`src/shared/fsac_defines.svh`:
```
`ifndef FSAC_DEFINES_SVH
`define FSAC_DEFINES_SVH

// ==================================================
// flash geometry (word addresses)
`define FSAC_ADDR_W        16
`define FSAC_HALT_START    16'hF000
`define FSAC_BOOT_WORDS_3  16'h0200
`define FSAC_BOOT_WORDS_2  16'h0400
`define FSAC_BOOT_WORDS_1  16'h0800
`define FSAC_BOOT_WORDS_0  16'h1000

// ==================================================
// apb register offsets
`define FSAC_OFS_CTRL      12'h000
`define FSAC_OFS_STATUS    12'h004
`define FSAC_OFS_LOCK      12'h008

// ==================================================
// field positions
`define FSAC_CTRL_RRE      0
`define FSAC_CTRL_VEC_BOOT 1
`define FSAC_ST_BUSY       0
`define FSAC_ST_ACTIVE     1
`define FSAC_ST_HALT       2
`define FSAC_ST_BOOT_OFF   3
`define FSAC_LOCK_APP_LO   0
`define FSAC_LOCK_APP_HI   1
`define FSAC_LOCK_BOOT_LO  2
`define FSAC_LOCK_BOOT_HI  3

// ==================================================
// reset values
`define FSAC_LOCK_RESET    4'hF
`define FSAC_VEC_RESET     1'b0

// ==================================================
// timing
`define FSAC_CLK_PERIOD_NS 4
`define FSAC_OP_TIME_NS    4000
`define FSAC_OP_CYCLES     ((`FSAC_OP_TIME_NS + `FSAC_CLK_PERIOD_NS - 1) / `FSAC_CLK_PERIOD_NS)
`define FSAC_CNT_W         12

`endif

```
`src/shared/fsac_pkg.sv`:
```
package fsac_pkg;

	// ==================================================
	// types
	typedef enum logic [1:0] {
		FSAC_PAGE_ERASE = 2'h0,
		FSAC_PAGE_WRITE = 2'h1,
		FSAC_PAGE_LOAD  = 2'h2,
		FSAC_LOCK_SET   = 2'h3
	} fsac_store_kind_type;

	typedef enum logic [2:0] {
		FSAC_IDLE      = 3'h1,
		FSAC_RUN_CONC  = 3'h2,
		FSAC_RUN_HALT  = 3'h4
	} fsac_state_type;

endpackage

```
`src/verilog/fsac_region_decode.sv`:
```
`timescale 1ns/100ps
`include "fsac_defines.svh"

module fsac_region_decode import fsac_pkg::*; (
	input  wire logic [`FSAC_ADDR_W-1:0] addr,
	input  wire logic [1:0]              boot_size_fuses,
	input  wire logic                    boot_disable,
	output logic                         in_boot,
	output logic                         in_halting
);

	logic [`FSAC_ADDR_W-1:0] boot_words;
	logic [`FSAC_ADDR_W-1:0] boot_start;

	// ==================================================
	// partition and fixed region decode
	always_comb begin
		case (boot_size_fuses)
			2'b11:   boot_words = `FSAC_BOOT_WORDS_3;
			2'b10:   boot_words = `FSAC_BOOT_WORDS_2;
			2'b01:   boot_words = `FSAC_BOOT_WORDS_1;
			default: boot_words = `FSAC_BOOT_WORDS_0;
		endcase
		boot_start = 16'h0000 - boot_words;
		in_halting = (addr >= `FSAC_HALT_START);
		// boot partition never reaches below the halting region
		in_boot    = !boot_disable && (addr >= boot_start) && in_halting;
	end

endmodule // fsac_region_decode

```
`src/verilog/fsac_self_program_ctrl.sv`:
```
//Contract
//- store instruction from application partition is ignored
//- store from boot partition may target any page, boot included
//- boot/application boundary comes from boot size fuses
//- application protection from the application lock pair
//- boot protection from the separate boot lock pair
//- the two lock pairs are independent of each other
//- concurrent or halting behaviour chosen from target address region
//- concurrent-region operation keeps cpu running from halting region
//- halting-region operation halts cpu for whole operation
//- concurrent region never delivers code while held by programming
//- boot partition always lies inside halting region
//- busy flag reads one while concurrent region reads are blocked
//- with boot disabled whole flash is application space
//- busy set on concurrent erase/write; cleared by read enable or load
//- lock pair: 11 free, 10 no write, 00 no write/read, 01 no read
//- locks only get programmed; only chip erase unprograms them (presetn here also reloads all ones)
//
// Design decisions made here: the placing of the registers and the APB interface to the registers.
`timescale 1ns/100ps
`include "fsac_defines.svh"

module fsac_self_program_ctrl import fsac_pkg::*; (
	input  wire logic                      pclk,
	input  wire logic                      presetn,
	input  wire logic                      psel,
	input  wire logic                      penable,
	input  wire logic                      pwrite,
	input  wire logic [11:0]               paddr,
	input  wire logic [31:0]               pwdata,
	output logic      [31:0]               prdata,
	output logic                           pready,
	output logic                           pslverr,
	input  wire logic [1:0]                boot_size_fuses,
	input  wire logic                      boot_disable,
	input  wire logic [`FSAC_ADDR_W-1:0]   fetch_addr,
	input  wire logic                      store_req,
	input  wire fsac_store_kind_type       store_kind,
	input  wire logic [`FSAC_ADDR_W-1:0]   store_addr,
	input  wire logic [3:0]                store_lock_data,
	input  wire logic [`FSAC_ADDR_W-1:0]   tread_addr,
	input  wire logic                      ext_lock_wr,
	input  wire logic [3:0]                ext_lock_data,
	input  wire logic                      chip_erase,
	output logic                           store_accept,
	output logic                           store_refuse,
	output logic                           flash_op_start,
	output logic                           flash_op_erase,
	output logic [`FSAC_ADDR_W-1:0]        flash_op_addr,
	output logic                           cpu_halt,
	output logic                           fetch_block,
	output logic                           tread_block,
	output logic                           irq_suppress,
	output logic                           region_busy_flag,
	output logic [3:0]                     lock_bits
);

	// ==================================================
	// lock pair decode, 0 = programmed
	function automatic logic lock_wr_blk(input logic [1:0] pair);
		lock_wr_blk = !pair[0];
	endfunction

	function automatic logic lock_rd_blk(input logic [1:0] pair);
		lock_rd_blk = !pair[1];
	endfunction

	// ==================================================
	// region decoders
	logic pc_boot;
	logic pc_halting;
	logic tgt_boot;
	logic tgt_halting;
	logic rd_boot;
	logic rd_halting;

	fsac_region_decode u_pc_dec (
		.addr            (fetch_addr),
		.boot_size_fuses (boot_size_fuses),
		.boot_disable    (boot_disable),
		.in_boot         (pc_boot),
		.in_halting      (pc_halting)
	);

	fsac_region_decode u_tgt_dec (
		.addr            (store_addr),
		.boot_size_fuses (boot_size_fuses),
		.boot_disable    (boot_disable),
		.in_boot         (tgt_boot),
		.in_halting      (tgt_halting)
	);

	fsac_region_decode u_rd_dec (
		.addr            (tread_addr),
		.boot_size_fuses (boot_size_fuses),
		.boot_disable    (boot_disable),
		.in_boot         (rd_boot),
		.in_halting      (rd_halting)
	);

	// ==================================================
	// state
	fsac_state_type            state_q, state_d;
	logic [`FSAC_CNT_W-1:0]    cnt_q, cnt_d;
	logic                      busy_q, busy_d;
	logic [3:0]                lock_q, lock_d;
	logic                      vec_boot_q, vec_boot_d;
	logic [31:0]               prdata_q, prdata_d;
	logic                      start_q, start_d;
	logic                      erase_q, erase_d;
	logic [`FSAC_ADDR_W-1:0]   op_addr_q, op_addr_d;

	logic apb_setup;
	logic apb_wr;
	logic map_hit;
	logic is_prog;
	logic tgt_wr_blk;
	logic app_rd_blk;
	logic boot_rd_blk;
	logic rre_clear;
	logic load_start;
	logic lock_start;

	assign apb_setup  = psel && !penable;
	assign apb_wr     = psel && penable && pwrite;
	assign map_hit    = (paddr == `FSAC_OFS_CTRL) || (paddr == `FSAC_OFS_STATUS) || (paddr == `FSAC_OFS_LOCK);
	assign pready     = psel && penable;
	assign pslverr    = psel && penable && !map_hit;
	assign prdata     = prdata_q;

	assign app_rd_blk  = lock_rd_blk(lock_q[`FSAC_LOCK_APP_HI:`FSAC_LOCK_APP_LO]);
	assign boot_rd_blk = lock_rd_blk(lock_q[`FSAC_LOCK_BOOT_HI:`FSAC_LOCK_BOOT_LO]);
	// each partition only looks at its own pair
	assign tgt_wr_blk  = tgt_boot ? lock_wr_blk(lock_q[`FSAC_LOCK_BOOT_HI:`FSAC_LOCK_BOOT_LO])
	                              : lock_wr_blk(lock_q[`FSAC_LOCK_APP_HI:`FSAC_LOCK_APP_LO]);

	// ==================================================
	// store instruction acceptance
	always_comb begin
		is_prog    = (store_kind == FSAC_PAGE_ERASE) || (store_kind == FSAC_PAGE_WRITE);
		// only code in boot partition may store; erase/write only to a target page whose lock pair allows writing
		store_accept = store_req && pc_boot && (state_q == FSAC_IDLE) && !(is_prog && tgt_wr_blk);
		store_refuse = store_req && !store_accept;
		load_start   = store_accept && (store_kind == FSAC_PAGE_LOAD);
		lock_start   = store_accept && (store_kind == FSAC_LOCK_SET);
		rre_clear    = apb_wr && (paddr == `FSAC_OFS_CTRL) && pwdata[`FSAC_CTRL_RRE] && (state_q == FSAC_IDLE);
	end

	// ==================================================
	// sequencer next state
	always_comb begin
		state_d   = state_q;
		cnt_d     = cnt_q;
		start_d   = 1'b0;
		erase_d   = erase_q;
		op_addr_d = op_addr_q;
		case (state_q)
			FSAC_IDLE: begin
				if (store_accept && is_prog) begin
					start_d   = 1'b1;
					erase_d   = (store_kind == FSAC_PAGE_ERASE);
					op_addr_d = store_addr;
					cnt_d     = `FSAC_CNT_W'(`FSAC_OP_CYCLES - 1);
					state_d   = tgt_halting ? FSAC_RUN_HALT : FSAC_RUN_CONC;
				end
			end
			FSAC_RUN_CONC, FSAC_RUN_HALT: begin
				if (cnt_q == '0) begin
					state_d = FSAC_IDLE;
				end else begin
					cnt_d = cnt_q - 1'b1;
				end
			end
			default: begin
				state_d = FSAC_IDLE;
			end
		endcase
		// set wins over clear; load start also clears
		busy_d = (busy_q && !(rre_clear || load_start)) || (store_accept && is_prog && !tgt_halting);
	end

	// ==================================================
	// lock bits: programming only ANDs, erase restores all ones
	always_comb begin
		lock_d = lock_q;
		if (lock_start) begin
			lock_d = lock_d & store_lock_data;
		end
		if (ext_lock_wr) begin
			lock_d = lock_d & ext_lock_data;
		end
		if (apb_wr && (paddr == `FSAC_OFS_LOCK)) begin
			lock_d = lock_d & pwdata[3:0];
		end
		if (chip_erase) begin
			lock_d = `FSAC_LOCK_RESET;
		end
		vec_boot_d = vec_boot_q;
		if (apb_wr && (paddr == `FSAC_OFS_CTRL)) begin
			vec_boot_d = pwdata[`FSAC_CTRL_VEC_BOOT];
		end
	end

	// ==================================================
	// apb read data captured in setup, shown in access phase
	always_comb begin
		prdata_d = prdata_q;
		if (apb_setup && !pwrite) begin
			prdata_d = 32'h0000_0000;
			case (paddr)
				`FSAC_OFS_CTRL: begin
					prdata_d[`FSAC_CTRL_VEC_BOOT] = vec_boot_q;
				end
				`FSAC_OFS_STATUS: begin
					prdata_d[`FSAC_ST_BUSY]     = busy_q;
					prdata_d[`FSAC_ST_ACTIVE]   = (state_q != FSAC_IDLE);
					prdata_d[`FSAC_ST_HALT]     = (state_q == FSAC_RUN_HALT);
					prdata_d[`FSAC_ST_BOOT_OFF] = boot_disable;
				end
				`FSAC_OFS_LOCK: begin
					prdata_d[3:0] = lock_q;
				end
				default: begin
					prdata_d = 32'h0000_0000;
				end
			endcase
		end
	end

	always_ff @(posedge pclk or negedge presetn) begin
		if (!presetn) begin
			state_q    <= FSAC_IDLE;
			cnt_q      <= '0;
			busy_q     <= 1'b0;
			lock_q     <= `FSAC_LOCK_RESET;
			vec_boot_q <= `FSAC_VEC_RESET;
			prdata_q   <= 32'h0000_0000;
			start_q    <= 1'b0;
			erase_q    <= 1'b0;
			op_addr_q  <= '0;
		end else begin
			state_q    <= state_d;
			cnt_q      <= cnt_d;
			busy_q     <= busy_d;
			lock_q     <= lock_d;
			vec_boot_q <= vec_boot_d;
			prdata_q   <= prdata_d;
			start_q    <= start_d;
			erase_q    <= erase_d;
			op_addr_q  <= op_addr_d;
		end
	end

	// ==================================================
	// cpu side gating
	assign region_busy_flag = busy_q;
	assign lock_bits        = lock_q;
	assign flash_op_start   = start_q;
	assign flash_op_erase   = erase_q;
	assign flash_op_addr    = op_addr_q;
	assign cpu_halt         = (state_q == FSAC_RUN_HALT);
	// concurrent region stays dark until software clears busy
	assign fetch_block  = cpu_halt || (busy_q && !pc_halting);
	assign tread_block  = cpu_halt || (busy_q && !rd_halting) ||
	                      (pc_boot && !rd_boot && app_rd_blk) || (!pc_boot && rd_boot && boot_rd_blk);
	// vectors in the other partition would leak through a read lock
	assign irq_suppress = (vec_boot_q && !pc_boot && app_rd_blk) || (!vec_boot_q && pc_boot && boot_rd_blk);

	// ==================================================
	// checks
	logic [`FSAC_CNT_W-1:0] halt_run_q;

	always_ff @(posedge pclk or negedge presetn) begin
		if (!presetn) begin
			halt_run_q <= '0;
		end else begin
			halt_run_q <= cpu_halt ? halt_run_q + 1'b1 : '0;
		end
	end
endmodule // fsac_self_program_ctrl

```
`config.mk`:
```
export PLATFORM = sky130hd
export DESIGN_NAME = fsac_self_program_ctrl
export DESIGN_NICKNAME = d
export VERILOG_FILES = /design/src/shared/fsac_pkg.sv /design/src/verilog/fsac_region_decode.sv /design/src/verilog/fsac_self_program_ctrl.sv
export VERILOG_INCLUDE_DIRS = /design/src /design/src/shared
export SDC_FILE = /design/constraint.sdc
export NUM_CORES = 1
export LEC_CHECK = 0
export ABC_AREA = 1
export BUFFER_PORTS_ARGS = -buffer_cell sky130_fd_sc_hd__buf_4
export CAP_MARGIN = 30
export CORE_MARGIN = 3
export CORE_UTILIZATION = 40
export CTS_CLUSTER_SIZE = 16
export DETAILED_ROUTE_END_ITERATION = 10
export MAX_ROUTING_LAYER = met4
export PLACE_DENSITY = 0.77
export SYNTH_ARGS = -nofsm -noshare
export SYNTH_HDL_FRONTEND = slang
export SYNTH_SLANG_ARGS = --single-unit
```
`constraint.sdc`:
```
create_clock -name pclk -period 3.03 [get_ports pclk]
set_clock_uncertainty 0.1 [all_clocks]
set_input_delay 0.4545 -clock pclk [delete_from_list [all_inputs] [get_ports pclk]]
set_output_delay 0.4545 -clock pclk [all_outputs]
set_load 0.1 [all_outputs]
```
# Word level (Yosys, flattened, before mapping)
# Cells that the tools add are included.
# totals
register_bits	43
inputBits	113
out_inout_bits	63
word_cells	123
# op_classes
n_addsub	2
magnitude_cmp	6
eq_ne	15
n_mux	18
n_bitwise	3
reduce_logical	70
# ops
op	count
greater-or-equal comparator 16 bit	3
greater-or-equal comparator 16 bit, second input constant	3
one-hot mux 13 bit (3 select lines)	1
logical AND 1 bit	35
zero test 12 bit	2
2-to-1 mux 12 bit	2
one-hot mux 12 bit (2 select lines)	1
zero test 1 bit	17
2-to-1 mux 4 bit	4
subtractor 1 x 13 -> 14 bit, first input constant	1
AND 4 bit	3
== test 12 x 3 -> 1 bit, second input constant	1
== test 12 x 4 -> 1 bit, second input constant	1
subtractor 12 x 1 -> 12 bit, second input constant	1
logical OR 1 bit	10
2-to-1 mux 3 bit	3
== test 2 bit, second input constant	4
one-hot mux 3 bit (2 select lines)	1
== test 2 x 1 -> 1 bit, second input constant	2
inequality test 2 bit, second input constant	2
one-hot mux 2 bit (2 select lines)	1
AND reduction 2 bit	2
== test 3 x 1 -> 1 bit, second input constant	1
== test 3 x 2 -> 1 bit, second input constant	1
other kinds (10)	12

# Depth between registers and ports, before layout
# Gate-level depths: netlist (run 1).
# depth
ltp_word	17
depth_mapped	19

# Hierarchy
# Synthesis (run 1) repeated with hierarchy kept, for this count alone.
# unflattened
cells_unflattened	454
hier_area_um2	3120.5
# by_module_without_submodules
module	instances	cells_each	area_each_um2
fsac_self_program_ctrl	1	385	2726.4
fsac_region_decode	3	23	131.4

# Least setup slack after synthesis (run 1)
# OpenSTA, ideal clock, no wires.
# synth_timing
path_type	in2out
startpoint	input boot_size_fuses[1]
endpoint	output irq_suppress
arrival_time_ps	3969
t_required_ps	2475
setup_slack_ps	-1493
path_stages	10
path_buffers	0
cell_sequence	inv_1 -> or2_2 -> ha_1 -> nand2_1 -> inv_1 -> ha_1 -> nand4_1 -> nand3_1 -> nand3_2 -> o31ai_1
# synth_between
elab_chain_cells	10
# synth_lines
item	line	rtl
start: declaration	fsac_self_program_ctrl.sv:34	input wire logic [1:0] boot_size_fuses,
== test 2 x 1 -> 1 bit or == test 2 bit (tied branches)	fsac_region_decode.sv:18	case (boot_size_fuses)
one-hot mux 13 bit (3 select lines) *	fsac_region_decode.sv:18	
subtractor 1 x 13 -> 14 bit *	fsac_region_decode.sv:24	boot_start = 16'h0000 - boot_words;
greater-or-equal comparator 16 bit *	fsac_region_decode.sv:27	in_boot = !boot_disable && (addr >= boot_start) && in_halting;
logical AND 1 bit * (2 in a row)	fsac_region_decode.sv:27	
zero test 1 bit	fsac_self_program_ctrl.sv:267	assign irq_suppress = (vec_boot_q && !pc_boot && app_rd_blk) || (!vec_boot_q && pc_boot && boot_rd_blk);
logical AND 1 bit (2 in a row)	fsac_self_program_ctrl.sv:267	
logical OR 1 bit *	fsac_self_program_ctrl.sv:267	
end: declaration	fsac_self_program_ctrl.sv:53	output logic irq_suppress,
# Every way passes the cells marked *; elsewhere a longest branch is shown, timed or not.

# Worst setup path after layout (run 1)
# layout_timing
startpoint	input boot_size_fuses[1]
endpoint	output store_accept
# layout_between
elab_chain_cells	10
# layout_lines
item	line	rtl
== test 2 x 1 -> 1 bit or == test 2 bit (tied branches)	fsac_region_decode.sv:18	
one-hot mux 13 bit (3 select lines) *	fsac_region_decode.sv:18	
subtractor 1 x 13 -> 14 bit *	fsac_region_decode.sv:24	
greater-or-equal comparator 16 bit	fsac_region_decode.sv:27	
logical AND 1 bit (2 in a row)	fsac_region_decode.sv:27	
2-to-1 mux 1 bit	fsac_self_program_ctrl.sv:134	assign tgt_wr_blk = tgt_boot ? lock_wr_blk(lock_q[`FSAC_LOCK_BOOT_HI:`FSAC_LOCK_BOOT_LO])
logical AND 1 bit	fsac_self_program_ctrl.sv:142	store_accept = store_req && pc_boot && (state_q == FSAC_IDLE) && !(is_prog && tgt_wr_blk);
zero test 1 bit	fsac_self_program_ctrl.sv:142	
logical AND 1 bit *	fsac_self_program_ctrl.sv:142	
end: declaration	fsac_self_program_ctrl.sv:45	output logic store_accept,
# Marked as above.

==> load_flow_metrics.sql, run 1 <==
INSERT INTO impl_metrics (metric_group, metric, value, unit) VALUES
('synthesis', 'synth_cell_types', '35', ''),
('route', 'detail-route-antenna-nets', '0', ''),
('power', 'pwr_density_cell', '614.2', 'nW/µm²'),
('timing', 'fmaxAchievable', '343.9', 'MHz'),
('worst_setup_path', 'critical_path.slowest_cell', 'sky130_fd_sc_hd__or2_4', ''),
('clocking', 'clockRootBuffer', 'sky130_fd_sc_hd__clkbuf_8', ''),
('timing', 'final.setup.tns', '0', 'ns'),
('route', 'detail_route.vias_per_cell', '4.668', ''),
('floorplan', 'floorplan.die.width', '92.08', 'µm'),
('layout', 'layout_cell_share_with_drive_strength_beyond_1', '0.3333', ''),
('placed_design', 'dpl_worst_slack', '-0.07807', 'ns'),
('grt', 'grt_antenna_before_repair', '0', ''),
('timing', 'timing_max_transition_violations_final', '0', ''),
('clocking', 'clock_latency_on_the_worst_skew_pair', '0.30', 'ns'),
('clocking', 'clock_sink_count', '43', ''),
('layout', 'final_cells', '597', ''),
('grt', 'grt_start_max_net_pins', '44', ''),
('synthesis', 'synthesis.yosys.warnings', '0', ''),
('synthesis', 'synth_area_per_cell', '7.639', 'µm²'),
('worst_setup_path', 'cp_top_family', 'simple AND/OR/NAND/NOR gates', ''),
('route', 'drcViolationCount', '0', ''),
('route', 'wl_per_cell', '12.41', 'µm'),
('timing', 'worst_pin_slew', '0.7432', 'ns'),
('layout', 'flow.area_growth_from_synthesis', '35.50', '%'),
('synthesis', 'synth_seq_cells', '43', ''),
('clocking', 'number_of_buffers_created_by_cts', '5', ''),
('timing', 'final.hold.worst_slack', '0.02628', 'ns'),
('timing', 'setup-violations-final', '0', ''),
('route', 'drt_first_iter_violations', '99', ''),
('floorplan', 'die_height', '92.08', 'µm'),
('floorplan', 'initial_core_util', '0.4246', ''),
('grt', 'global_route_wire_length_before_repair', '12400', 'µm'),
('placed_design', 'numPlacedInstances', '588', ''),
('worst_setup_path', 'crit_top_cell', 'sky130_fd_sc_hd__nand2_1', ''),
('status', 'run_status', 'complete, no violations', ''),
('timing', 'post-route-min-period', '2.908', 'ns'),
('clocking', 'holdBufCountCts', '0', ''),
('route', 'finalWirelength', '7409', 'µm'),
('worst_setup_path', 'worst-path-buf-inv', '6', ''),
('clocking', 'max-clock-path-buffers', '2', ''),
('timing', 'grt_setup_unrepaired', 'no', ''),
('synthesis', 'mappedNetlistArea', '2964', 'µm²'),
('grt', 'gr-total-overflow', '0', ''),
('synthesis', 'netlist_instances', '388', ''),
('power', 'total_leakage_power', '2.166', 'nW'),
('worst_setup_path', 'criticalPathCategory', 'in2out', ''),
('floorplan', 'top_level_ports', '176', ''),
('worst_setup_path', 'regToRegSetupSlack', '0.94', 'ns'),
('floorplan', 'fp.coreArea', '6982', 'µm²'),
('grt', 'grt_usage', '0.1829', ''),
('timing', 'finalHoldViolCount', '0', ''),
('route', 'drtPass1Iterations', '4', ''),
('floorplan', 'placement_rows', '30', ''),
('power', 'ir_worst_vdd', '0.3307', 'mV'),
('route', 'detailroute.via_count', '2787', ''),
('worst_setup_path', 'critical_path_launch_point_type', 'input port', ''),
('placed_design', 'detailed_place_hpwl', '6020', 'µm'),
('synthesis', 'synth.yosys.seq_area_share', '0.3651', ''),
('placed_design', 'placement.io_buffers', '101', ''),
('job', 'max_cap_violations', '0', ''),
('worst_setup_path', 'timing.critical_path.to_type', 'output pin', ''),
('power', 'total_power', '2.467', 'mW'),
('worst_setup_path', 'critical_path.max_fanout', '5', ''),
('worst_setup_path', 'worstPathArrival', '2.35', 'ns'),
('timing', 'layout_setup_ws', '0.1223', 'ns'),
('timing', 'final_min_period_over_clock_period', '0.9596', ''),
('timing', 'max_slew_margin', '0.5007', ''),
('worst_setup_path', 'max_stage_delay', '0.24', 'ns'),
('clocking', 'htreeDepth', '2', ''),
('worst_hold_path', 'hold_path_class', 'in2async', ''),
('grt', 'grt_pass1_vias', '2732', ''),
('clocking', 'worst_setup_hold_path_clk_slew', '0.09', 'ns'),
('layout', 'antenna_diode_count', '0', ''),
('worst_setup_path', 'timing.critical_path.cells', 'buf_6, inv_8, or2_4, ha_4, nand2_4, inv_4, ha_4, nand2_1, nor2_1, nor2_1, nand2_1, nand2_1, nand2_2, nand3_2, nand2_2, clkinvlp_4, buf_4, buf_12', ''),
('placed_design', 'gp_routability_congestion', '0.7989', ''),
('clocking', 'tritoncts', 'done', ''),
('worst_setup_path', 'critPathRequiredTime', '2.48', 'ns'),
('layout', 'nets', '630', ''),
('floorplan', 'die-area', '8479', 'µm²');
## Yosys cell counts, drive strengths merged
cell	number	share of area
nand2	115	0.15
nor2	49	0.065
inv	44	0.056
dfrtp	38	0.32
buf	33	0.089
o21ai	19	0.047
ha	17	0.072
nand3	16	0.032
nand4	6	0.013
nor3	6	0.014
dfstp	5	0.044
o31ai	5	0.013
a21oi	4	0.0068
o21a	4	0.010
o21bai	4	0.010
or2	4	0.0084
xor2	4	0.012
nand3b	3	0.0076
o221ai	3	0.0089
a31oi	2	0.0042
clkinv	2	0.0042
xnor2	2	0.0059
and3	1	0.0021
conb	1	0.0013
o22ai	1	0.0021
## metal layers
metal	share of wire	track usage	vias to the layer above
met3	0.064	0.03199	12
met1	0.41	0.2062	1274
li1	-	-	1407
met5	0	-	-
met2	0.51	0.3291	94
met4	0.016	0.05693	0
## placed cells by master, fill, tap and decap left out, types with 6 or more instances in the layout
cell type	instances
sky130_fd_sc_hd__inv_1	41
sky130_fd_sc_hd__nor2_1	45
sky130_fd_sc_hd__nand4_1	6
sky130_fd_sc_hd__o21ai_0	6
sky130_fd_sc_hd__buf_4	107
sky130_fd_sc_hd__nand2_1	107
sky130_fd_sc_hd__dfrtp_1	38
sky130_fd_sc_hd__o21ai_2	13
sky130_fd_sc_hd__nand2_2	6
sky130_fd_sc_hd__ha_1	15
sky130_fd_sc_hd__nand3_1	11
sky130_fd_sc_hd__conb_1	28
## layout make-up
type	count	area, µm²
Clock inverter	3	43.79
Clock buffer	5	68.82
Timing Repair Buffer	111	874.6
Tap cell	96	120.1
Inverter	46	191.4
Multi-Input combinational cell	293	1635
Sequential cell	43	1082
Fill cell	627	2965
## cell families (layout without fill, tap and decap cells)
family	Yosys count	in the layout	share of synthesized area
AO/OA/AOI/OAI	42	42	0.1022
XOR/XNOR	6	6	0.01773
adder cells (fa/ha/maj)	17	17	0.07176
buffers and inverters	79	165	0.1490
flip-flops	43	43	0.3651
other	1	28	0.001265
AND/OR/NAND/NOR	200	200	0.2930
## timing repair
| item | CTS | global route |
|---|---|---|
| pin swaps | 0 | 3 |
| setup buffers | 0 | 1 |
| setup endpoints to repair | 2 | 3 |
| resized for setup | 5 | 5 |
## final timing paths
| path | startpoint | end | depth (start not counted) |
|---|---|---|---|
| setup / recovery | boot_size_fuses[1] | store_accept | 18 |
| hold / removal | presetn | flash_op_addr[1] | 1 |
| setup reg to reg | state_q[0] | cnt_q[4] | 10 |
| hold reg to reg | flash_op_addr[10] | flash_op_addr[10] | 2 |
| max in group asynchronous | presetn | lock_bits[2] | 1 |
| min in group pclk | store_addr[1] | flash_op_addr[1] | 3 |
## sequential cells by signal, summed over array words and instances (netlist names)
signal and flops:
flash_op_addr 16, prdata 4, cnt_q 12, region_busy_flag 1
lock_bits 4, flash_op_erase 1, vec_boot_q 1, state_q 3
flash_op_start 1
## power by group
part	internal [mW]	total (mW)	switching [mW]
logic	0.332	1.22	0.892
registers	0.686	0.784	0.0983
clock network	0.246	0.458	0.213
total	1.26	2.47	1.20
## per-stage QoR
step | utilization | instance area [µm²]
3_3_place_gp | 0.5525 | 3857
3_5_place_dp | 0.5525 | 3857
2_1_floorplan | - | 3163
4_1_cts | 0.5713 | 3989
5_1_grt | 0.5753 | 4016
6_report | 0.5753 | 4016
## worst register-to-register path, stage by stage (launching register included)
cell,delay (ns)
sky130_fd_sc_hd__dfstp_2,0.56
sky130_fd_sc_hd__inv_1,0.09
sky130_fd_sc_hd__nor3_4,0.25
sky130_fd_sc_hd__nand2_2,0.08
sky130_fd_sc_hd__nor2_2,0.14
sky130_fd_sc_hd__buf_4,0.13
sky130_fd_sc_hd__nand3_2,0.12
sky130_fd_sc_hd__nand2_2,0.11
sky130_fd_sc_hd__nand2_4,0.19
sky130_fd_sc_hd__nand2_1,0.14
sky130_fd_sc_hd__o21ai_2,0.06
Power figures use the tool's default switching activity.
==> run 2: changes to the inputs <==
--- a/config.mk
+++ b/config.mk
@@ -13,6 +13,7 @@
 export CORE_UTILIZATION = 40
 export CTS_CLUSTER_SIZE = 16
 export DETAILED_ROUTE_END_ITERATION = 10
+export GPL_TIMING_DRIVEN = 0
 export MAX_ROUTING_LAYER = met4
 export PLACE_DENSITY = 0.77
 export SYNTH_ARGS = -nofsm -noshare
==> load_flow_metrics.sql, run 2 (synthesis gave the netlist of run 1 again) <==
INSERT INTO impl_metrics (metric_group, metric, value, unit) VALUES
('clocking', 'clock_sink_count', '43', ''),
('worst_setup_path', 'criticalPathCategory', 'in2out', ''),
('timing', 'fmaxAchievable', '337.4', 'MHz'),
('clocking', 'htreeDepth', '2', ''),
('floorplan', 'fp.coreArea', '6982', 'µm²'),
('worst_setup_path', 'critPathRequiredTime', '2.48', 'ns'),
('worst_setup_path', 'worstPathArrival', '2.41', 'ns'),
('worst_setup_path', 'worstReg2RegStart', 'state_q[0]', ''),
('timing', 'max_slew_margin', '0.5068', ''),
('route', 'detailroute.via_count', '2920', ''),
('placed_design', 'gp_routability_congestion', '0.8087', ''),
('grt', 'grt_pass1_vias', '2919', ''),
('worst_setup_path', 'critical_path.max_fanout', '6', ''),
('layout', 'nets', '655', ''),
('power', 'sequential_group_share_of_total_power', '0.305', ''),
('route', 'drcViolationCount', '0', ''),
('timing', 'setup-violations-final', '0', ''),
('clocking', 'worst_setup_hold_path_clk_slew', '0.09', 'ns'),
('floorplan', 'floorplan.die.width', '92.08', 'µm'),
('power', 'power.share.combinational', '0.509', ''),
('worst_setup_path', 'critical_path_launch_point_type', 'input port', ''),
('clocking', 'tritoncts', 'done', ''),
('route', 'detail-route-antenna-nets', '0', ''),
('clocking', 'clock_latency_on_the_worst_skew_pair', '0.30', 'ns'),
('route', 'maxUsedRoutingLayer', 'met4', ''),
('timing', 'timing_max_transition_violations_final', '0', ''),
('floorplan', 'die-area', '8479', 'µm²'),
('layout', 'max_reg_flops', '16', ''),
('route', 'drtPass1Iterations', '4', ''),
('power', 'power_frac_clock', '0.187', ''),
('timing', 'post-route-min-period', '2.964', 'ns'),
('route', 'drt_first_iter_violations', '106', ''),
('power', 'intPower', '1.347', 'mW'),
('layout', 'layout_common_cells', 'sky130_fd_sc_hd__buf_4 (128), sky130_fd_sc_hd__nand2_1 (106), sky130_fd_sc_hd__nor2_1 (44)', ''),
('power', 'power.share.switching', '0.4776', ''),
('power', 'pwr_density_cell', '609.5', 'nW/µm²'),
('route', 'wl_met3', '643', 'µm'),
('grt', 'grt_antenna_before_repair', '0', ''),
('layout', 'layout_commonest_cell', 'sky130_fd_sc_hd__buf_4', ''),
('clocking', 'max-clock-path-buffers', '2', ''),
('grt', 'grt_usage', '0.1922', ''),
('route', 'detail_route.vias_per_cell', '4.695', ''),
('layout', 'post-route-util', '0.6057', ''),
('worst_hold_path', 'hold_path_class', 'in2async', ''),
('floorplan', 'initial_core_util', '0.4246', ''),
('route', 'finalWirelength', '8109', 'µm'),
('layout', 'layout_cell_share_with_drive_strength_beyond_1', '0.3707', ''),
('placed_design', 'detailed_place_hpwl', '6416', 'µm'),
('floorplan', 'top_level_ports', '176', ''),
('clocking', 'number_of_buffers_created_by_cts', '5', ''),
('timing', 'grt_setup_unrepaired', 'yes', ''),
('clocking', 'clockRootBuffer', 'sky130_fd_sc_hd__clkbuf_8', ''),
('status', 'run_status', 'complete, no violations', ''),
('timing', 'final.setup.tns', '0', 'ns'),
('timing', 'final_min_period_over_clock_period', '0.9781', ''),
('floorplan', 'placement_rows', '30', ''),
('worst_setup_path', 'regToRegSetupSlack', '1.02', 'ns'),
('worst_setup_path', 'r2r_end', 'cnt_q[7]', ''),
('route', 'wl_per_cell', '13.04', 'µm'),
('floorplan', 'die_height', '92.08', 'µm'),
('layout', 'antenna_diode_count', '0', ''),
('worst_setup_path', 'r2r_cells', '10', ''),
('layout', 'nFillCells', '628', ''),
('grt', 'gr-total-overflow', '0', ''),
('grt', 'global_route_wire_length_before_repair', '13010', 'µm'),
('worst_setup_path', 'crit_path_end', 'store_refuse', ''),
('power', 'ir_worst_vdd', '0.3172', 'mV'),
('worst_setup_path', 'critPathLaunch', 'boot_size_fuses[1]', ''),
('power', 'total_leakage_power', '2.307', 'nW'),
('placed_design', 'placement.io_buffers', '101', ''),
('power', 'total_power', '2.578', 'mW'),
('timing', 'finalHoldViolCount', '0', ''),
('grt', 'grt_start_max_net_pins', '44', ''),
('layout', 'flow.area_growth_from_synthesis', '42.68', '%'),
('route', 'detail_route.wirelength.met1', '3079', 'µm'),
('route', 'wl_met2', '4306', 'µm'),
('timing', 'worst_pin_slew', '0.7342', 'ns'),
('worst_setup_path', 'timing.critical_path.to_type', 'output pin', ''),
('power', 'total_switching_power', '1.231', 'mW'),
('job', 'max_cap_violations', '0', '');
run 2: worst min path at each step:
stage / start / to / slack [ns] / cells after the start
2_1_floorplan: presetn / cnt_q[0] / 0.06 / 0
3_3_place_gp: flash_op_addr[15] / flash_op_addr[15] / 0.36 / 2
6_report: presetn / cnt_q[9] / 0.04 / 1
5_1_grt: presetn / cnt_q[3] / 0.07 / 1
3_5_place_dp: flash_op_addr[10] / flash_op_addr[10] / 0.37 / 2
4_1_cts: presetn / cnt_q[3] / 0.06 / 1
run 2: timing repair:
item / 4_1_cts / 5_1_grt
setup endpoints to repair: 2 / 2
hold endpoints to repair: 0 / 0
hold buffers: 0 / 0
resized for setup: 3 / 11
pin swaps: 0 / 8
setup buffers: 0 / 2
run 2: final cells by class:
class	instances	area, µm²	share of cell area
multi-input cells	293	1645	0.3891
clock buffers	6	82.58	0.01953
repair buffers	103	802.0	0.1896
clock inverters	2	38.79	0.009172
plain buffers	33	264.0	0.06243
flip-flops and latches	43	1082	0.2559
inverters	46	193.9	0.04586
well taps	96	120.1	0.02840
run 2: power groups by stage:
stage	Sequential (mW)	Combinational, mW	Clock [mW]
global route	0.801	1.41	0.531
global placement	0.789	1.27	0
finish	0.786	1.31	0.481
CTS	0.785	1.31	0.492
detailed placement	0.796	1.30	0
floorplan	1.06	0.746	0
run 2: through the flow:
stage / hold WS [ns] / setup WS (ns) / instance area (µm²) / std cells
5_1_grt: 0.07356 / -0.07353 / 4229 / 622
2_1_floorplan: 0.05891 / -0.4134 / 3163 / 415
6_report: 0.04200 / 0.06647 / 4229 / 622
3_5_place_dp: 0.3667 / -0.07158 / 4041 / 612
4_1_cts: 0.05621 / -0.02089 / 4175 / 620
3_3_place_gp: 0.3645 / -0.05916 / 4041 / 612
run 2: critical path, cell delays in order:
cell	delay, ns
sky130_fd_sc_hd__buf_12	0.10
sky130_fd_sc_hd__inv_8	0.03
sky130_fd_sc_hd__or2_4	0.24
sky130_fd_sc_hd__ha_4	0.17
sky130_fd_sc_hd__nand2_4	0.09
sky130_fd_sc_hd__inv_6	0.05
sky130_fd_sc_hd__ha_1	0.18
sky130_fd_sc_hd__nor2_1	0.10
sky130_fd_sc_hd__nand2_1	0.05
sky130_fd_sc_hd__nor2_1	0.11
sky130_fd_sc_hd__nand2_1	0.10
sky130_fd_sc_hd__nand3_2	0.10
sky130_fd_sc_hd__nand3_2	0.10
sky130_fd_sc_hd__nand2_2	0.10
sky130_fd_sc_hd__clkinvlp_4	0.13
sky130_fd_sc_hd__nor2_4	0.12
sky130_fd_sc_hd__buf_12	0.18
run 2: metal layers:
| layer | track usage | up-vias |
|---|---|---|
| met3 | 0.04758 | 10 |
| met4 | 0.04208 | 0 |
| met5 | - | - |
| met2 | 0.3589 | 105 |
| li1 | - | 1447 |
| met1 | 0.2043 | 1358 |
==> run 3: changes to the inputs <==
--- a/config.mk
+++ b/config.mk
@@ -9,13 +9,16 @@
 export ABC_AREA = 1
 export BUFFER_PORTS_ARGS = -buffer_cell sky130_fd_sc_hd__buf_4
 export CAP_MARGIN = 30
+export CELL_PAD_IN_SITES_DETAIL_PLACEMENT = 1
+export CELL_PAD_IN_SITES_GLOBAL_PLACEMENT = 1
 export CORE_MARGIN = 3
-export CORE_UTILIZATION = 40
+export CORE_UTILIZATION = 30
 export CTS_CLUSTER_SIZE = 16
 export DETAILED_ROUTE_END_ITERATION = 10
 export GPL_TIMING_DRIVEN = 0
 export MAX_ROUTING_LAYER = met4
-export PLACE_DENSITY = 0.77
+export PLACE_DENSITY = 0.83
+export RECOVER_POWER = 100
 export SYNTH_ARGS = -nofsm -noshare
 export SYNTH_HDL_FRONTEND = slang
 export SYNTH_SLANG_ARGS = --single-unit
==> load_flow_metrics.sql, run 3 (synthesis gave the netlist of run 1 again) <==
INSERT INTO impl_metrics (metric_group, metric, value, unit) VALUES
('worst_setup_path', 'worstPathArrival', '2.48', 'ns'),
('worst_setup_path', 'timing.critical_path.cells', 'buf_12, inv_8, or2_4, ha_4, nand2_4, inv_6, ha_4, nand2_2, nor2_2, nor2_1, nand2_2, nand2_2, nand2_2, nand3_2, nand2_2, clkinvlp_4, nor2_4, buf_12', ''),
('worst_hold_path', 'hold_path_class', 'in2reg', ''),
('route', 'drcViolationCount', '0', ''),
('layout', 'max_reg_flops', '16', ''),
('grt', 'grt_pass1_vias', '3213', ''),
('clocking', 'worst_setup_hold_path_clk_slew', '0.09', 'ns'),
('timing', 'post-route-min-period', '3.038', 'ns'),
('grt', 'grt_start_max_net_pins', '44', ''),
('layout', 'antenna_diode_count', '0', ''),
('placed_design', 'placement.io_buffers', '101', ''),
('worst_setup_path', 'r2r_cells', '10', ''),
('route', 'finalWirelength', '9261', 'µm'),
('worst_setup_path', 'max_stage_delay', '0.25', 'ns'),
('timing', 'finalHoldViolCount', '0', ''),
('floorplan', 'die-area', '11110', 'µm²'),
('timing', 'layout_setup_ws', '-0.008087', 'ns'),
('grt', 'global_route_wire_length_before_repair', '15060', 'µm'),
('timing', 'setup-violations-final', '1', ''),
('status', 'violations', 'capacitance limit, slew limit, setup timing', ''),
('clocking', 'clock_sink_count', '43', ''),
('layout', 'design_area', '4195', 'µm²'),
('placed_design', 'detailed_place_hpwl', '7409', 'µm'),
('timing', 'worst_pin_slew', '2.398', 'ns'),
('worst_setup_path', 'criticalPathCategory', 'in2out', ''),
('worst_setup_path', 'worstReg2RegStart', 'state_q[0]', ''),
('timing', 'fmaxAchievable', '329.2', 'MHz'),
('route', 'drt_first_iter_violations', '75', ''),
('grt', 'grt_antenna_before_repair', '0', ''),
('layout', 'layout_commonest_cell', 'sky130_fd_sc_hd__nand2_1', ''),
('timing', 'grt_setup_unrepaired', 'yes', ''),
('timing', 'final_min_period_over_clock_period', '1.003', ''),
('job', 'max_cap_violations', '1', ''),
('route', 'detail_route.vias_per_cell', '4.470', ''),
('placed_design', 'gp_routability_congestion', '0.8114', ''),
('floorplan', 'floorplan.die.width', '105.4', 'µm'),
('layout', 'flow.area_growth_from_synthesis', '41.54', '%'),
('worst_setup_path', 'timing.critical_path.to_type', 'output pin', ''),
('layout', 'layout_cell_share_with_drive_strength_beyond_1', '0.3226', ''),
('worst_setup_path', 'r2r_end', 'flash_op_addr[7]', ''),
('route', 'drtPass1Iterations', '4', ''),
('timing', 'final.hold.worst_slack', '0.2397', 'ns'),
('route', 'detail-route-antenna-nets', '0', ''),
('grt', 'grt_usage', '0.1674', ''),
('floorplan', 'initial_core_util', '0.3148', ''),
('power', 'pwr_density_cell', '610.6', 'nW/µm²'),
('worst_setup_path', 'regToRegSetupSlack', '0.83', 'ns'),
('placed_design', 'postPlaceCellArea', '4083', 'µm²'),
('layout', 'nets', '659', ''),
('clocking', 'htreeDepth', '2', ''),
('worst_setup_path', 'worst-path-buf-inv', '5', ''),
('floorplan', 'placement_rows', '35', ''),
('clocking', 'clockRootBuffer', 'sky130_fd_sc_hd__clkbuf_8', ''),
('worst_setup_path', 'critPathRequiredTime', '2.48', 'ns'),
('layout', 'layout_common_cells', 'sky130_fd_sc_hd__nand2_1 (105), sky130_fd_sc_hd__buf_4 (98), sky130_fd_sc_hd__nor2_1 (43)', ''),
('worst_setup_path', 'critical_path.max_fanout', '6', ''),
('worst_setup_path', 'critical_path.slowest_cell', 'sky130_fd_sc_hd__ha_4', ''),
('worst_setup_path', 'critical_path_launch_point_type', 'input port', ''),
('grt', 'gr-total-overflow', '0', ''),
('clocking', 'clock_latency_on_the_worst_skew_pair', '0.30', 'ns'),
('power', 'total_leakage_power', '2.206', 'nW'),
('power', 'ir_worst_vdd', '0.2339', 'mV'),
('worst_setup_path', 'cp_top_family', 'simple AND/OR/NAND/NOR gates', ''),
('status', 'run_status', 'finished, violations left', ''),
('floorplan', 'top_level_ports', '176', ''),
('route', 'detailroute.via_count', '2946', ''),
('worst_setup_path', 'crit_top_cell', 'sky130_fd_sc_hd__nand2_2', ''),
('worst_hold_path', 'timing.hold.worst_endpoint', 'flash_op_addr[6]', ''),
('clocking', 'tritoncts', 'done', ''),
('floorplan', 'fp.coreArea', '9415', 'µm²'),
('clocking', 'number_of_buffers_created_by_cts', '5', ''),
('timing', 'timing_max_transition_violations_final', '44', ''),
('worst_hold_path', 'worstHoldPathCells', '3', ''),
('layout', 'nFillCells', '1186', ''),
('worst_hold_path', 'hold_start', 'store_addr[6]', ''),
('timing', 'max_slew_margin', '-0.5989', ''),
('floorplan', 'die_height', '105.4', 'µm'),
('route', 'wl_per_cell', '14.05', 'µm'),
('clocking', 'max-clock-path-buffers', '2', '');
==> run 3: cell types whose count changed in the layout (fill, tap and decap cells not counted) <==
cell,change
sky130_fd_sc_hd__buf_4,-30
sky130_fd_sc_hd__nand2_2,+1
sky130_fd_sc_hd__clkbuf_4,+2
sky130_fd_sc_hd__nor2_4,+1
sky130_fd_sc_hd__nor2_1,-1
sky130_fd_sc_hd__clkinvlp_2,+1
sky130_fd_sc_hd__clkbuf_1,+30
sky130_fd_sc_hd__clkbuf_2,+1
sky130_fd_sc_hd__buf_6,+1
sky130_fd_sc_hd__clkinv_4,-1
sky130_fd_sc_hd__nand2_1,-1
==> run 3: per-stage QoR <==
| step | power [mW] | util | cells | setup TNS [ns] | setup WS, ns |
|---|---|---|---|---|---|
| 2_1_floorplan | 1.806 | - | 415 | -0.4134 | -0.4134 |
| 3_3_place_gp | 2.073 | 0.4336 | 645 | -0.09187 | -0.09187 |
| 3_5_place_dp | 2.122 | 0.4336 | 645 | -0.2710 | -0.1901 |
| 4_1_cts | 2.621 | 0.4498 | 654 | -0.02384 | -0.02384 |
| 5_1_grt | 2.727 | 0.4456 | 659 | -0.09253 | -0.09253 |
| 6_report | 2.562 | 0.4456 | 659 | -0.008087 | -0.008087 |
==> run 3: tightest hold or removal path: stages <==
cell                      delay [ns]
sky130_fd_sc_hd__buf_4          0.07
sky130_fd_sc_hd__nand2_1        0.04
sky130_fd_sc_hd__nand2_1        0.05
==> run 3: what timing repair did <==
| item | in CTS | in global routing |
|---|---|---|
| cloned | 0 | 0 |
| endpoints found under the setup margin | 2 | 3 |
| resized for setup | 6 | 13 |
| hold buffers | 0 | 0 |
| pin swaps | 3 | 9 |
| setup buffers | 1 | 5 |
==> run 3: report_power, final <==
part           switching, mW  internal (mW)  total, mW
clock                  0.215          0.271      0.486
combinational          0.937          0.354       1.29
sequential            0.0982          0.686      0.784
total                   1.25           1.31       2.56
==> run 3: layout make-up <==
cell class,count,area [µm²],area share
clock buffers,6,82.58,0.01968
well taps,129,161.4,0.03847
repair buffers,107,720.7,0.1718
inverters,46,190.2,0.04533
plain buffers,33,264.0,0.06293
multi-input cells,293,1655,0.3946
clock inverters,2,38.79,0.009245
flip-flops and latches,43,1082,0.2580
==> run 3: routing by layer <==
| layer | routed length (µm) | global-route usage | up-vias |
|---|---|---|---|
| met5 | 0 | - | - |
| met3 | 453 | 0.03429 | 7 |
| met1 | 3706 | 0.1859 | 1410 |
| met4 | 87 | 0.03374 | 0 |
| met2 | 5015 | 0.3092 | 73 |
| li1 | - | - | 1456 |
==> run 3: worst max-delay path by stage <==
| stage | from | endpoint | slack, ns | cells after the start |
|---|---|---|---|---|
| after global placement | boot_size_fuses[1] | store_refuse | -0.09 | 18 |
| after global routing | boot_size_fuses[1] | store_refuse | -0.09 | 18 |
| final | boot_size_fuses[1] | store_refuse | -0.008 | 18 |
| after CTS | boot_size_fuses[1] | store_accept | -0.02 | 15 |
| after detailed placement | boot_size_fuses[1] | store_refuse | -0.19 | 18 |
| after floorplan | boot_size_fuses[1] | store_refuse | -0.41 | 16 |
